**config.mk**
```make
export PLATFORM = sky130hd
export DESIGN_NAME = dual_wiper_command_unit
export DESIGN_NICKNAME = d
export VERILOG_FILES = /design/src/design/wiper_pkg.sv /design/src/design/pin_sync.sv /design/src/design/dual_wiper_command_unit.sv
export SDC_FILE = /design/constraint.sdc
export NUM_CORES = 1
export LEC_CHECK = 0
export BUFFER_PORTS_ARGS = -buffer_cell sky130_fd_sc_hd__buf_2
export CAP_MARGIN = 20
export CELL_PAD_IN_SITES_DETAIL_PLACEMENT = 2
export CELL_PAD_IN_SITES_GLOBAL_PLACEMENT = 2
export CORE_AREA = 5 5 166 168
export CTS_BUF_LIST = sky130_fd_sc_hd__clkbuf_16
export CTS_CLUSTER_SIZE = 28
export DETAILED_ROUTE_END_ITERATION = 8
export DIE_AREA = 0 0 171 173
export GPL_TIMING_DRIVEN = 0
export PLACE_DENSITY = 0.66
export SKIP_CTS_REPAIR_TIMING = 1
export SLEW_MARGIN = 20
export SYNTH_ARGS = -nofsm -noshare
export SYNTH_HDL_FRONTEND = slang
export SYNTH_SLANG_ARGS = --single-unit
```
**constraint.sdc**
```tcl
create_clock -name clk -period 8.9 [get_ports clk]
set_input_delay 0.89 -clock clk [delete_from_list [all_inputs] [get_ports clk]]
set_output_delay 0.89 -clock clk [all_outputs]
set_load 0.02 [all_outputs]
```
**src/design/wiper_pkg.sv**
```systemverilog
// Constants and encodings shared by the dual wiper command unit.
package wiper_pkg;

    localparam int          WIPER_W     = 10;
    localparam int          WORD_W      = 24;
    localparam int          OP_MSB      = 23;
    localparam int          OP_LSB      = 20;
    localparam int          ADDR_MSB    = 19;
    localparam int          ADDR_LSB    = 16;
    localparam int          DATA_MSB    = 15;
    localparam logic [9:0]  WIPER_ZERO  = 10'h000;
    localparam logic [9:0]  WIPER_ONE   = 10'h001;
    localparam logic [9:0]  MIDSCALE    = 10'h200;
    localparam logic [9:0]  FULL_SCALE  = 10'h3FF;
    localparam logic [3:0]  ADDR_CH1    = 4'h0;
    localparam logic [3:0]  ADDR_CH2    = 4'h1;
    localparam logic [23:0] WORD_RESET  = 24'h000000;
    localparam logic [5:0]  PAD_ZERO    = 6'h00;
    // Synchroniser order: {sclk, cs_b, sdi, wp_b, preset_b}, all idle levels.
    localparam logic [4:0]  PIN_IDLE    = 5'h0B;
    localparam int          SAVE_TIME_MS = 25;
    localparam int          CLK_MHZ      = 125;
    localparam int          SAVE_CYCLES  = SAVE_TIME_MS * CLK_MHZ * 1000;
    localparam int          SAVE_CNT_W   = 22;

    typedef enum logic [3:0] {
        OP_NOP       = 4'h0,
        OP_RESTORE   = 4'h1,
        OP_SAVE      = 4'h2,
        OP_STORE     = 4'h3,
        OP_SHR       = 4'h4,
        OP_SHR_ALL   = 4'h5,
        OP_DEC       = 4'h6,
        OP_DEC_ALL   = 4'h7,
        OP_RESTORE_ALL = 4'h8,
        OP_READ_NV   = 4'h9,
        OP_READ_W    = 4'hA,
        OP_WRITE     = 4'hB,
        OP_SHL       = 4'hC,
        OP_SHL_ALL   = 4'hD,
        OP_INC       = 4'hE,
        OP_INC_ALL   = 4'hF
    } op_t;

endpackage : wiper_pkg

```
**src/design/pin_sync.sv**
```systemverilog
// Two-flop synchroniser for a group of asynchronous pins.
`timescale 1ns/1ps
`default_nettype none
module pin_sync #(
    parameter int         WIDTH   = 1,
    parameter logic [4:0] RST_VAL = 5'h00
) (
    input  wire logic             clk,
    input  wire logic             rst_b,
    input  wire logic [WIDTH-1:0] d,
    output logic      [WIDTH-1:0] q
);

    logic [WIDTH-1:0] meta_r;

    // The first stage feeds only the second stage.
    always_ff @(posedge clk) begin
        if (!rst_b) begin
            meta_r <= RST_VAL[WIDTH-1:0];
            q      <= RST_VAL[WIDTH-1:0];
        end else begin
            meta_r <= d;
            q      <= meta_r;
        end
    end

endmodule : pin_sync
`default_nettype wire

```
**src/design/dual_wiper_command_unit.sv**
```systemverilog
// Command decoder and wiper state for a dual-channel programmable resistor.
//
// Operation
// - Decode all sixteen instruction codes.
// - Write loads addressed wiper, unlimited times.
// - Save copies wiper into its nonvolatile setting.
// - Word B00100 sets channel one quarter scale.
// - Serial output returns the previous word.
// - Word B10200 sets channel two half scale.
// - Power-on loads wipers from nonvolatile settings.
// - Nonvolatile settings default to midscale.
// - Restore one or both wipers from nonvolatile.
// - Preset low forces midscale; release reloads.
// - Write-protect blocks changes except restores, preset.
// - Step up one or both wipers.
// - Step down one or both wipers.
// - Left shift doubles one or both wipers.
// - Right shift halves one or both wipers.
// - Left shift of zero gives one.
// - Left shift at or above midscale saturates.
// - Word is op, address, sixteen data bits.
// - Execute only when chip select rises.
// - Save locks shift register; done flag signals end.
// - Steps and shifts saturate, never wrap.
`timescale 1ns/1ps
`default_nettype none
module dual_wiper_command_unit #(
    parameter int unsigned SAVE_CYCLES = wiper_pkg::SAVE_CYCLES
) (
    input  wire logic       clk,
    input  wire logic       rst_b,
    input  wire logic       sclk,
    input  wire logic       cs_b,
    input  wire logic       sdi,
    input  wire logic       wp_b,
    input  wire logic       preset_input_b,
    output logic            sdo,
    output logic            save_done,
    output logic [9:0]      wiper_register_ch1,
    output logic [9:0]      wiper_register_ch2
);

    ////////////////////////////////////////////////////////////////////////////
    // Arithmetic on one wiper code.

    function automatic logic [9:0] step_up(input logic [9:0] v);
        step_up = (v == wiper_pkg::FULL_SCALE) ? v : v + wiper_pkg::WIPER_ONE;
    endfunction : step_up

    function automatic logic [9:0] step_down(input logic [9:0] v);
        step_down = (v == wiper_pkg::WIPER_ZERO) ? v : v - wiper_pkg::WIPER_ONE;
    endfunction : step_down

    function automatic logic [9:0] shift_left(input logic [9:0] v);
        if (v == wiper_pkg::WIPER_ZERO) begin
            shift_left = wiper_pkg::WIPER_ONE;
        end else if (v >= wiper_pkg::MIDSCALE) begin
            shift_left = wiper_pkg::FULL_SCALE;
        end else begin
            shift_left = {v[8:0], 1'b0};
        end
    endfunction : shift_left

    ////////////////////////////////////////////////////////////////////////////
    // Pin sampling and edge detection.

    logic [4:0]  pins_s;
    logic        sclk_s;
    logic        cs_b_s;
    logic        sdi_s;
    logic        wp_b_s;
    logic        preset_b_s;
    logic        sclk_d_r;
    logic        cs_b_d_r;
    logic        preset_b_d_r;
    logic        sclk_rise;
    logic        cs_rise;
    logic        preset_rise;
    logic        protect;

    pin_sync #(
        .WIDTH   (5),
        .RST_VAL (wiper_pkg::PIN_IDLE)
    ) u_sync (
        .clk   (clk),
        .rst_b (rst_b),
        .d     ({sclk, cs_b, sdi, wp_b, preset_input_b}),
        .q     (pins_s)
    );

    assign {sclk_s, cs_b_s, sdi_s, wp_b_s, preset_b_s} = pins_s;

    always_ff @(posedge clk) begin
        if (!rst_b) begin
            sclk_d_r     <= 1'b0;
            cs_b_d_r     <= 1'b1;
            preset_b_d_r <= 1'b1;
        end else begin
            sclk_d_r     <= sclk_s;
            cs_b_d_r     <= cs_b_s;
            preset_b_d_r <= preset_b_s;
        end
    end

    assign sclk_rise   = sclk_s & ~sclk_d_r;
    assign cs_rise     = cs_b_s & ~cs_b_d_r;
    assign preset_rise = preset_b_s & ~preset_b_d_r;
    assign protect     = ~wp_b_s;

    ////////////////////////////////////////////////////////////////////////////
    // Serial word, decode and execute strobe.

    logic [23:0]           word_r;
    logic                  busy_r;
    logic                  exec;
    wiper_pkg::op_t        op;
    logic [3:0]            addr;
    logic [9:0]            data;
    logic                  addr_ok;
    logic                  ch_sel;
    logic                  por_r;
    logic [9:0]            wiper_r [2];
    logic [9:0]            wiper_nxt [2];
    logic [9:0]            nv_r [2];

    assign op      = wiper_pkg::op_t'(word_r[wiper_pkg::OP_MSB:wiper_pkg::OP_LSB]);
    assign addr    = word_r[wiper_pkg::ADDR_MSB:wiper_pkg::ADDR_LSB];
    assign data    = word_r[9:0];
    assign addr_ok = (addr == wiper_pkg::ADDR_CH1) || (addr == wiper_pkg::ADDR_CH2);
    assign ch_sel  = addr[0];
    // A word finished while a save is running is dropped with the lock.
    assign exec    = cs_rise & ~busy_r;

    // The word stays put after execution, except that reads load their data bits, so the next frame clocks it out.
    always_ff @(posedge clk) begin
        if (!rst_b) begin
            word_r <= wiper_pkg::WORD_RESET;
        end else if (exec && addr_ok && op == wiper_pkg::OP_READ_NV) begin
            word_r[wiper_pkg::DATA_MSB:0] <= {wiper_pkg::PAD_ZERO, nv_r[ch_sel]};
        end else if (exec && addr_ok && op == wiper_pkg::OP_READ_W) begin
            word_r[wiper_pkg::DATA_MSB:0] <= {wiper_pkg::PAD_ZERO, wiper_r[ch_sel]};
        end else if (sclk_rise && !cs_b_s && !busy_r) begin
            word_r <= {word_r[22:0], sdi_s};
        end
    end

    assign sdo = word_r[23];

    ////////////////////////////////////////////////////////////////////////////
    // Nonvolatile settings and save timing.

    logic [21:0] save_cnt_r;
    logic        save_go;

    assign save_go = exec && !protect && addr_ok
                     && (op == wiper_pkg::OP_SAVE || op == wiper_pkg::OP_STORE);

    always_ff @(posedge clk) begin
        if (!rst_b) begin
            nv_r[0] <= wiper_pkg::MIDSCALE;
            nv_r[1] <= wiper_pkg::MIDSCALE;
        end else if (save_go && op == wiper_pkg::OP_SAVE) begin
            nv_r[ch_sel] <= wiper_r[ch_sel];
        end else if (save_go) begin
            nv_r[ch_sel] <= data;
        end
    end

    always_ff @(posedge clk) begin
        if (!rst_b) begin
            busy_r     <= 1'b0;
            save_cnt_r <= '0;
        end else if (save_go) begin
            busy_r     <= 1'b1;
            save_cnt_r <= SAVE_CYCLES[21:0] - 22'h000001;
        end else if (busy_r && save_cnt_r == '0) begin
            busy_r     <= 1'b0;
        end else if (busy_r) begin
            save_cnt_r <= save_cnt_r - 22'h000001;
        end
    end

    assign save_done = ~busy_r;

    ////////////////////////////////////////////////////////////////////////////
    // Wiper registers.

    always_ff @(posedge clk) begin
        if (!rst_b) begin
            por_r <= 1'b1;
        end else begin
            por_r <= 1'b0;
        end
    end

    // Preset and power-on refresh sit above every command, so that the
    // restore paths stay open even under write-protect.
    always_comb begin
        for (int ch = 0; ch < 2; ch++) begin
            logic hit;
            hit = addr_ok && (ch_sel == ch[0]);
            wiper_nxt[ch] = wiper_r[ch];
            if (por_r) begin
                wiper_nxt[ch] = nv_r[ch];
            end else if (!preset_b_s) begin
                wiper_nxt[ch] = wiper_pkg::MIDSCALE;
            end else if (preset_rise) begin
                wiper_nxt[ch] = nv_r[ch];
            end else if (exec) begin
                unique case (op)
                    wiper_pkg::OP_NOP, wiper_pkg::OP_SAVE, wiper_pkg::OP_STORE,
                    wiper_pkg::OP_READ_NV, wiper_pkg::OP_READ_W: begin
                    end
                    wiper_pkg::OP_RESTORE: begin
                        if (hit) wiper_nxt[ch] = nv_r[ch];
                    end
                    wiper_pkg::OP_RESTORE_ALL: begin
                        wiper_nxt[ch] = nv_r[ch];
                    end
                    wiper_pkg::OP_WRITE: begin
                        if (hit && !protect) wiper_nxt[ch] = data;
                    end
                    wiper_pkg::OP_INC, wiper_pkg::OP_INC_ALL: begin
                        if ((hit || op == wiper_pkg::OP_INC_ALL) && !protect) begin
                            wiper_nxt[ch] = step_up(wiper_r[ch]);
                        end
                    end
                    wiper_pkg::OP_DEC, wiper_pkg::OP_DEC_ALL: begin
                        if ((hit || op == wiper_pkg::OP_DEC_ALL) && !protect) begin
                            wiper_nxt[ch] = step_down(wiper_r[ch]);
                        end
                    end
                    wiper_pkg::OP_SHL, wiper_pkg::OP_SHL_ALL: begin
                        if ((hit || op == wiper_pkg::OP_SHL_ALL) && !protect) begin
                            wiper_nxt[ch] = shift_left(wiper_r[ch]);
                        end
                    end
                    wiper_pkg::OP_SHR, wiper_pkg::OP_SHR_ALL: begin
                        if ((hit || op == wiper_pkg::OP_SHR_ALL) && !protect) begin
                            wiper_nxt[ch] = {1'b0, wiper_r[ch][9:1]};
                        end
                    end
                endcase
            end
        end
    end

    always_ff @(posedge clk) begin
        if (!rst_b) begin
            wiper_r[0] <= wiper_pkg::MIDSCALE;
            wiper_r[1] <= wiper_pkg::MIDSCALE;
        end else begin
            wiper_r[0] <= wiper_nxt[0];
            wiper_r[1] <= wiper_nxt[1];
        end
    end

    assign wiper_register_ch1 = wiper_r[0];
    assign wiper_register_ch2 = wiper_r[1];

    logic quiet;
    assign quiet = !por_r && preset_b_s && !preset_rise;
endmodule : dual_wiper_command_unit
`default_nettype wire

```
==> summary.txt, run 1 <==
Global route
  • Vias in the first global route: 6457
  • Total global routing overflow: 0
  • Initial antenna violation count: 0
  • Pin count of the biggest net entering global routing: 18
  • Gr usage total: 0.1664
  • Global-route wire length before repair: ~38000 um

Layout
  • Nets: 829
  • Commonest non-fill, non-tap cell in the layout: nand2_1
  • Fin util: 0.2719
  • Fraction of layout cells with a size suffix above 1: 0.08168
  • Layout area overhead: 14.60%
  • Commonest cells after routing, fill and taps aside: 89 x nand2_1, 83 x a21oi_1, 82 x dfxtp_1
  • Antenna cell count: 0

Route
  • Vias/cell: 5.343
  • # DRC: 0
  • DRT iter0 DRCs: 476
  • DRT Wirelength: 24710 um
  • Detailed Routing Iterations Pass 1: 8
  • Via count: 6107
  • Antenna-violating nets left: 0
  • Drt wl/cell: 21.62 um

Synthesis
  • Mapped Cells: 763
  • Top_reg_cell synth: dfxtp_1
  • Cell accounting for the most synthesized area: dfxtp_1
  • Share of the synthesized area in the top cell type: 0.2686
  • Post-synth EDFFs: 20
  • Top post-synthesis cells by area: dfxtp_1 27%, edfxtp_1 9.8%, a21oi_1 6.8%
  • Mapped cell area: 6112 um^2
  • Avg Cell Area, Syn: 8.011 um^2
  • Sequential cell area fraction in the yosys report: 0.3668
  • Syn. warnings: 0
  • Yosys reg bits: 102
  • Netlist cell types: 62
  • Asr flop ratio synth: 0
  • Mapped Nets: 789

Floorplanning
  • Core Area: 25760 um^2
  • # IOs: 29
  • Num rows: 59
  • Die height: ~170 um
  • Die Wd: 171 um
  • Initial core utilization: 0.2372
  • Die footprint: 29580 um^2

Flow run
  • Max Cap Viol: 0

STA
  • Min Clock Period, post-route: 4.078 ns
  • Clk_skew: 0.009967 ns
  • Worst-margin pin slew: ~1.1 ns
  • # setup viols final: 0
  • RSZ-0062 raised after global routing: false
  • Period utilization: 0.4582
  • FMAX: 245.2 MHz
  • Hold Fails Final Rpt: 0
  • Fin. max-slew vios: 0
  • Slew HR: 0.2938
  • Setup TNS: 0 ns

Worst setup path
  • Worst path arrival time: 4.35 ns
  • Crit Path Max Fanout: 10
  • Worst Path Required: about 9.2 ns
  • Crit path kind: flip-flop to flip-flop
  • Worst setup EP type: flip-flop
  • Startpoint types: flip-flop

Clocking
  • Insertion delay to the later sink of the worst-skew pair: 0.36 ns
  • CTS tree: done
  • Clk slew on worst S/H paths: approximately 0.08 ns
  • Longest Clk Path Bufs: 2
  • CTS Buf Count: 9
  • Root buffer cell: clkbuf_16
  • H-tree level count: 3
  • CTS sink cnt: 102

Pwr
  • Pwr dens: 144.7 nW/um^2
  • Worst VDD drop: 0.09600 mV
  • Leak: 2.355 nW

Placement
  • Port Buffer Count: 28
  • GPL Wtd Cong: 0.8687
  • Hpwl dp: 18710 um

Outcome
  • Run status: finished clean

Min path
  • HP Class: flip-flop to flip-flop
cells by family after synthesis:
| logic type | share of synthesized area |
|---|---|
| AO/OA/AOI/OAI | 0.2469 |
| XOR/XNOR | 0.04156 |
| adder cells (fa/ha/maj) | 0.04135 |
| buffers and inverters | 0.04278 |
| flip-flops | 0.3668 |
| multiplexers | 0.03951 |
| AND/OR/NAND/NOR | 0.2211 |
critical path, stage by stage (launching register included):
cell and delay, ns:
dfxtp_1 0.46, clkbuf_1 0.50, nand2_1 0.34, nor2_2 0.54, buf_8 0.23, ha_1 0.31, a21oi_1 0.20, nand2_1 0.08
a41oi_1 0.30, o21ai_0 0.20, or3_1 0.35, a31o_2 0.26, a221oi_1 0.22
layout make-up:
cell class	instances	area (um^2)
fillers	2981	18760
multi-input cells	597	3611
flip-flops and latches	102	2242
well taps	335	419.2
clock buffers	10	250.2
plain buffers	48	201.4
repair buffers	29	155.1
clock inverters	6	65.06
inverters	16	60.06
power by group:
part / internal [W] / switching, W / total, W
logic: 0.0000243 / 0.0000520 / 0.0000763
clock network: 0.000238 / 0.000199 / 0.000437
registers: 0.000481 / 0.0000202 / 0.000501
through the flow:
stage	std cells	hold slack, ns	power (W)	setup WS [ns]	area, um^2
finish	1143	0.4123	0.001014	4.822	7004
global route	1143	0.4466	0.001051	4.563	7004
CTS	1143	0.4183	0.001029	4.807	7004
detailed placement	1127	0.3999	0.0005878	4.820	6689
global placement	1126	0.3948	0.0005863	3.982	6671
floorplan	763	0.3863	0.0005503	5.385	6112
cell usage after synthesis (7+ instances only):
master     n
a211oi_1   7
a21oi_1   83
a221oi_1   7
a31oi_1   10
and2_1    10
clkbuf_1  42
dfxtp_1   82
edfxtp_1  20
ha_1      17
inv_1     16
mux2i_1   23
nand2_1   89
nand2b_1  19
nand3_1   24
nand4_1   10
nor2_1    64
nor2b_1    7
nor3_1    11
nor4_1     8
o211ai_1  17
o21ai_0   80
xnor2_1   15
xor2_1    14
per-layer routing:
layer	global-route usage	wire, um	vias to the layer above
met1	0.2242	11310	3062
met4	0.03962	490	0
li1	-	-	2878
met3	0.02626	1204	33
met5	0	0	-
met2	0.2787	11710	134
state kept, by name, summed over array words and instances, names as in the netlist, named ones only:
name and flops:
busy_r 1, cs_b_d_r 1, nv_r 20, por_r 1, preset_b_d_r 1, save_cnt_r 22
sclk_d_r 1, u_sync.meta_r 5, u_sync.q 5, wiper_r 20, word_r 24
path summary, 6_finish.rpt:
path	from	end	slack, ns	cells after the start
min reg2reg	u_sync.meta_r[1]$_SDFF_PN1_	u_sync.q[1]$_SDFF_PN1_	0.41	1
max	word_r[21]$_SDFFE_PN0P_	wiper_r[1][7]$_SDFFE_PN0P_	4.82	12
max reg2reg	word_r[21]$_SDFFE_PN0P_	wiper_r[1][7]$_SDFFE_PN0P_	4.82	12
min	u_sync.meta_r[1]$_SDFF_PN1_	u_sync.q[1]$_SDFF_PN1_	0.41	1
No activity file was read; power rests on OpenSTA's default activity.
==> inputs of run 2 (changes only) <==
==> constraint.sdc (replaced) <==
create_clock -name clk -period 4.12 [get_ports clk]
set_input_delay 0.412 -clock clk [delete_from_list [all_inputs] [get_ports clk]]
set_output_delay 0.412 -clock clk [all_outputs]
set_load 0.02 [all_outputs]
==> run 2 against run 1 <==
Sequential cell count did not move. Die area stayed put. Sequential power rose by 120%. Total power rose by 120%. Critical path depth did not move. Non-clock buffer count unchanged. Clock power is 120% higher. Clock skew up 0.0021 ns. Worst setup slack got worse by 4.5 ns. Global-route usage did not move. Largest power group unchanged. Highest routed layer unchanged.
==> summary.txt, run 2 (synthesis gave the netlist of run 1 again) <==
Outcome
  • Run status: finished clean

STA
  • Worst-margin pin slew: 1.049 ns
  • Clk_skew: around 0.012 ns
  • # setup viols final: 0
  • Fin. max-slew vios: 0
  • Period utilization: 0.9133
  • FMAX: 265.8 MHz
  • Hold Fails Final Rpt: 0
  • Min Clock Period, post-route: 3.763 ns
  • Slew HR: 0.2978
  • RSZ-0062 raised after global routing: false

Layout
  • Commonest non-fill, non-tap cell in the layout: nand2_1
  • Layout area overhead: 14.70%
  • Multi-input gate area: around 3600 um^2
  • Nets: 829
  • Finished Layout Cells: ~1100
  • Top Registers: word_r: 24 flops, save_cnt_r: 22 flops
  • Register with the most flip-flops: word_r
  • Seq. cell area: approximately 2200 um^2
  • Fraction of layout cells with a size suffix above 1: 0.08292
  • Commonest cells after routing, fill and taps aside: 89 x nand2_1, 83 x a21oi_1, 82 x dfxtp_1
  • Antenna cell count: 0
  • Fillcell total: 2981
  • Max reg flops: 24

Route
  • Drt wl/cell: 21.69 um
  • Detailed Routing Iterations Pass 1: 7
  • Via count: just over 6000
  • # DRC: 0
  • Antenna-violating nets left: 0
  • DRT Wirelength: 24800 um
  • Vias/cell: between 5 and 6
  • DRT iter0 DRCs: 430

Pwr
  • Total power draw: 0.002191 W
  • Leak: 2.358 nW
  • Worst VDD drop: between 0.2 and 0.25 mV
  • Pwr dens: between 300 and 400 nW/um^2

Floorplanning
  • Initial core utilization: 0.2372
  • Core Area: between 20000 and 30000 um^2
  • Num rows: 59
  • Die height: 173 um
  • Die footprint: ~30000 um^2
  • # IOs: 29
  • Die Wd: approximately 170 um

Clocking
  • Root buffer cell: clkbuf_16
  • Clk slew on worst S/H paths: 0.08 ns
  • CTS sink cnt: about 100
  • Longest Clk Path Bufs: 2
  • CTS Buf Count: 9
  • CTS tree: done
  • Insertion delay to the later sink of the worst-skew pair: 0.36 ns
  • H-tree level count: 3

Placement
  • Hpwl dp: 18710 um
  • Port Buffer Count: 28
  • Cell count after placement: about 1100
  • GPL Wtd Cong: about 0.87

Worst setup path
  • Worst setup EP type: flip-flop
  • Worst Path Required: 4.39 ns
  • Crit Path Max Fanout: 10
  • R2R setup slack: 0.36 ns
  • Startpoint types: flip-flop
  • Crit path kind: flip-flop to flip-flop
  • Worst path arrival time: 4.04 ns

Global route
  • Pin count of the biggest net entering global routing: 18
  • Gr usage total: 0.1664
  • Global-route wire length before repair: 38380 um
  • Total global routing overflow: 0
  • Initial antenna violation count: 0
  • Vias in the first global route: 6457

Min path
  • HP Class: primary input to flip-flop

Flow run
  • Max Cap Viol: 0
run 2: final cells by class:
class / instances / share of cell area
timing repair buffer: 29 / 0.02213
multi-input combinational: 597 / 0.5158
buffer: 48 / 0.02891
inverter: 16 / 0.008567
tap: 335 / 0.05979
clock buffer: 10 / 0.03570
clock inverter: 6 / 0.009281
sequential: 102 / 0.3198
run 2: layer usage:
| layer | routed length (um) | track usage | up-vias |
|---|---|---|---|
| met1 | 11470 | 0.2242 | 3077 |
| met3 | 1059 | 0.02626 | 37 |
| met4 | 490 | 0.03962 | 0 |
| met5 | 0 | 0 | - |
| met2 | 11780 | 0.2787 | 136 |
| li1 | - | - | 2874 |
run 2: path summary, 6_finish.rpt:
check / depth (start not counted) / start / end
setup / recovery: 12 / word_r[22]$_SDFFE_PN0P_ / wiper_r[1][7]$_SDFFE_PN0P_
hold / removal: 2 / preset_input_b / u_sync.meta_r[0]$_SDFF_PN1_
setup reg to reg: 12 / word_r[22]$_SDFFE_PN0P_ / wiper_r[1][7]$_SDFFE_PN0P_
hold reg to reg: 1 / u_sync.meta_r[1]$_SDFF_PN1_ / u_sync.q[1]$_SDFF_PN1_
run 2: stage by stage:
step | hold slack [ns] | TNS (ns) | cell area, um^2 | setup slack, ns | util
2_1_floorplan | 0.3863 | 0 | 6112 | 0.6051 | -
3_3_place_gp | 0.3948 | -9.152 | 6671 | -0.7980 | 0.2589
3_5_place_dp | 0.3999 | 0 | 6689 | 0.03994 | 0.2596
4_1_cts | 0.2208 | 0 | 7004 | 0.02713 | 0.2719
5_1_grt | 0.2412 | 0 | 7010 | 0.09341 | 0.2721
6_report | 0.2305 | 0 | 7010 | 0.3573 | 0.2721
run 2: power breakdown:
part | internal, W | switching, W
clock | 0.000513 | 0.000431
sequential | 0.00104 | 0.0000438
combinational | 0.0000526 | 0.000113
run 2: critical path, stage by stage (launching register included):
cell	delay (ns)
dfxtp_1	0.43
clkbuf_1	0.44
nand2_1	0.32
nor2_4	0.37
buf_8	0.21
ha_1	0.31
a21oi_1	0.20
nand2_1	0.08
a41oi_1	0.30
o21ai_0	0.20
or3_1	0.35
a31o_2	0.26
a221oi_1	0.22
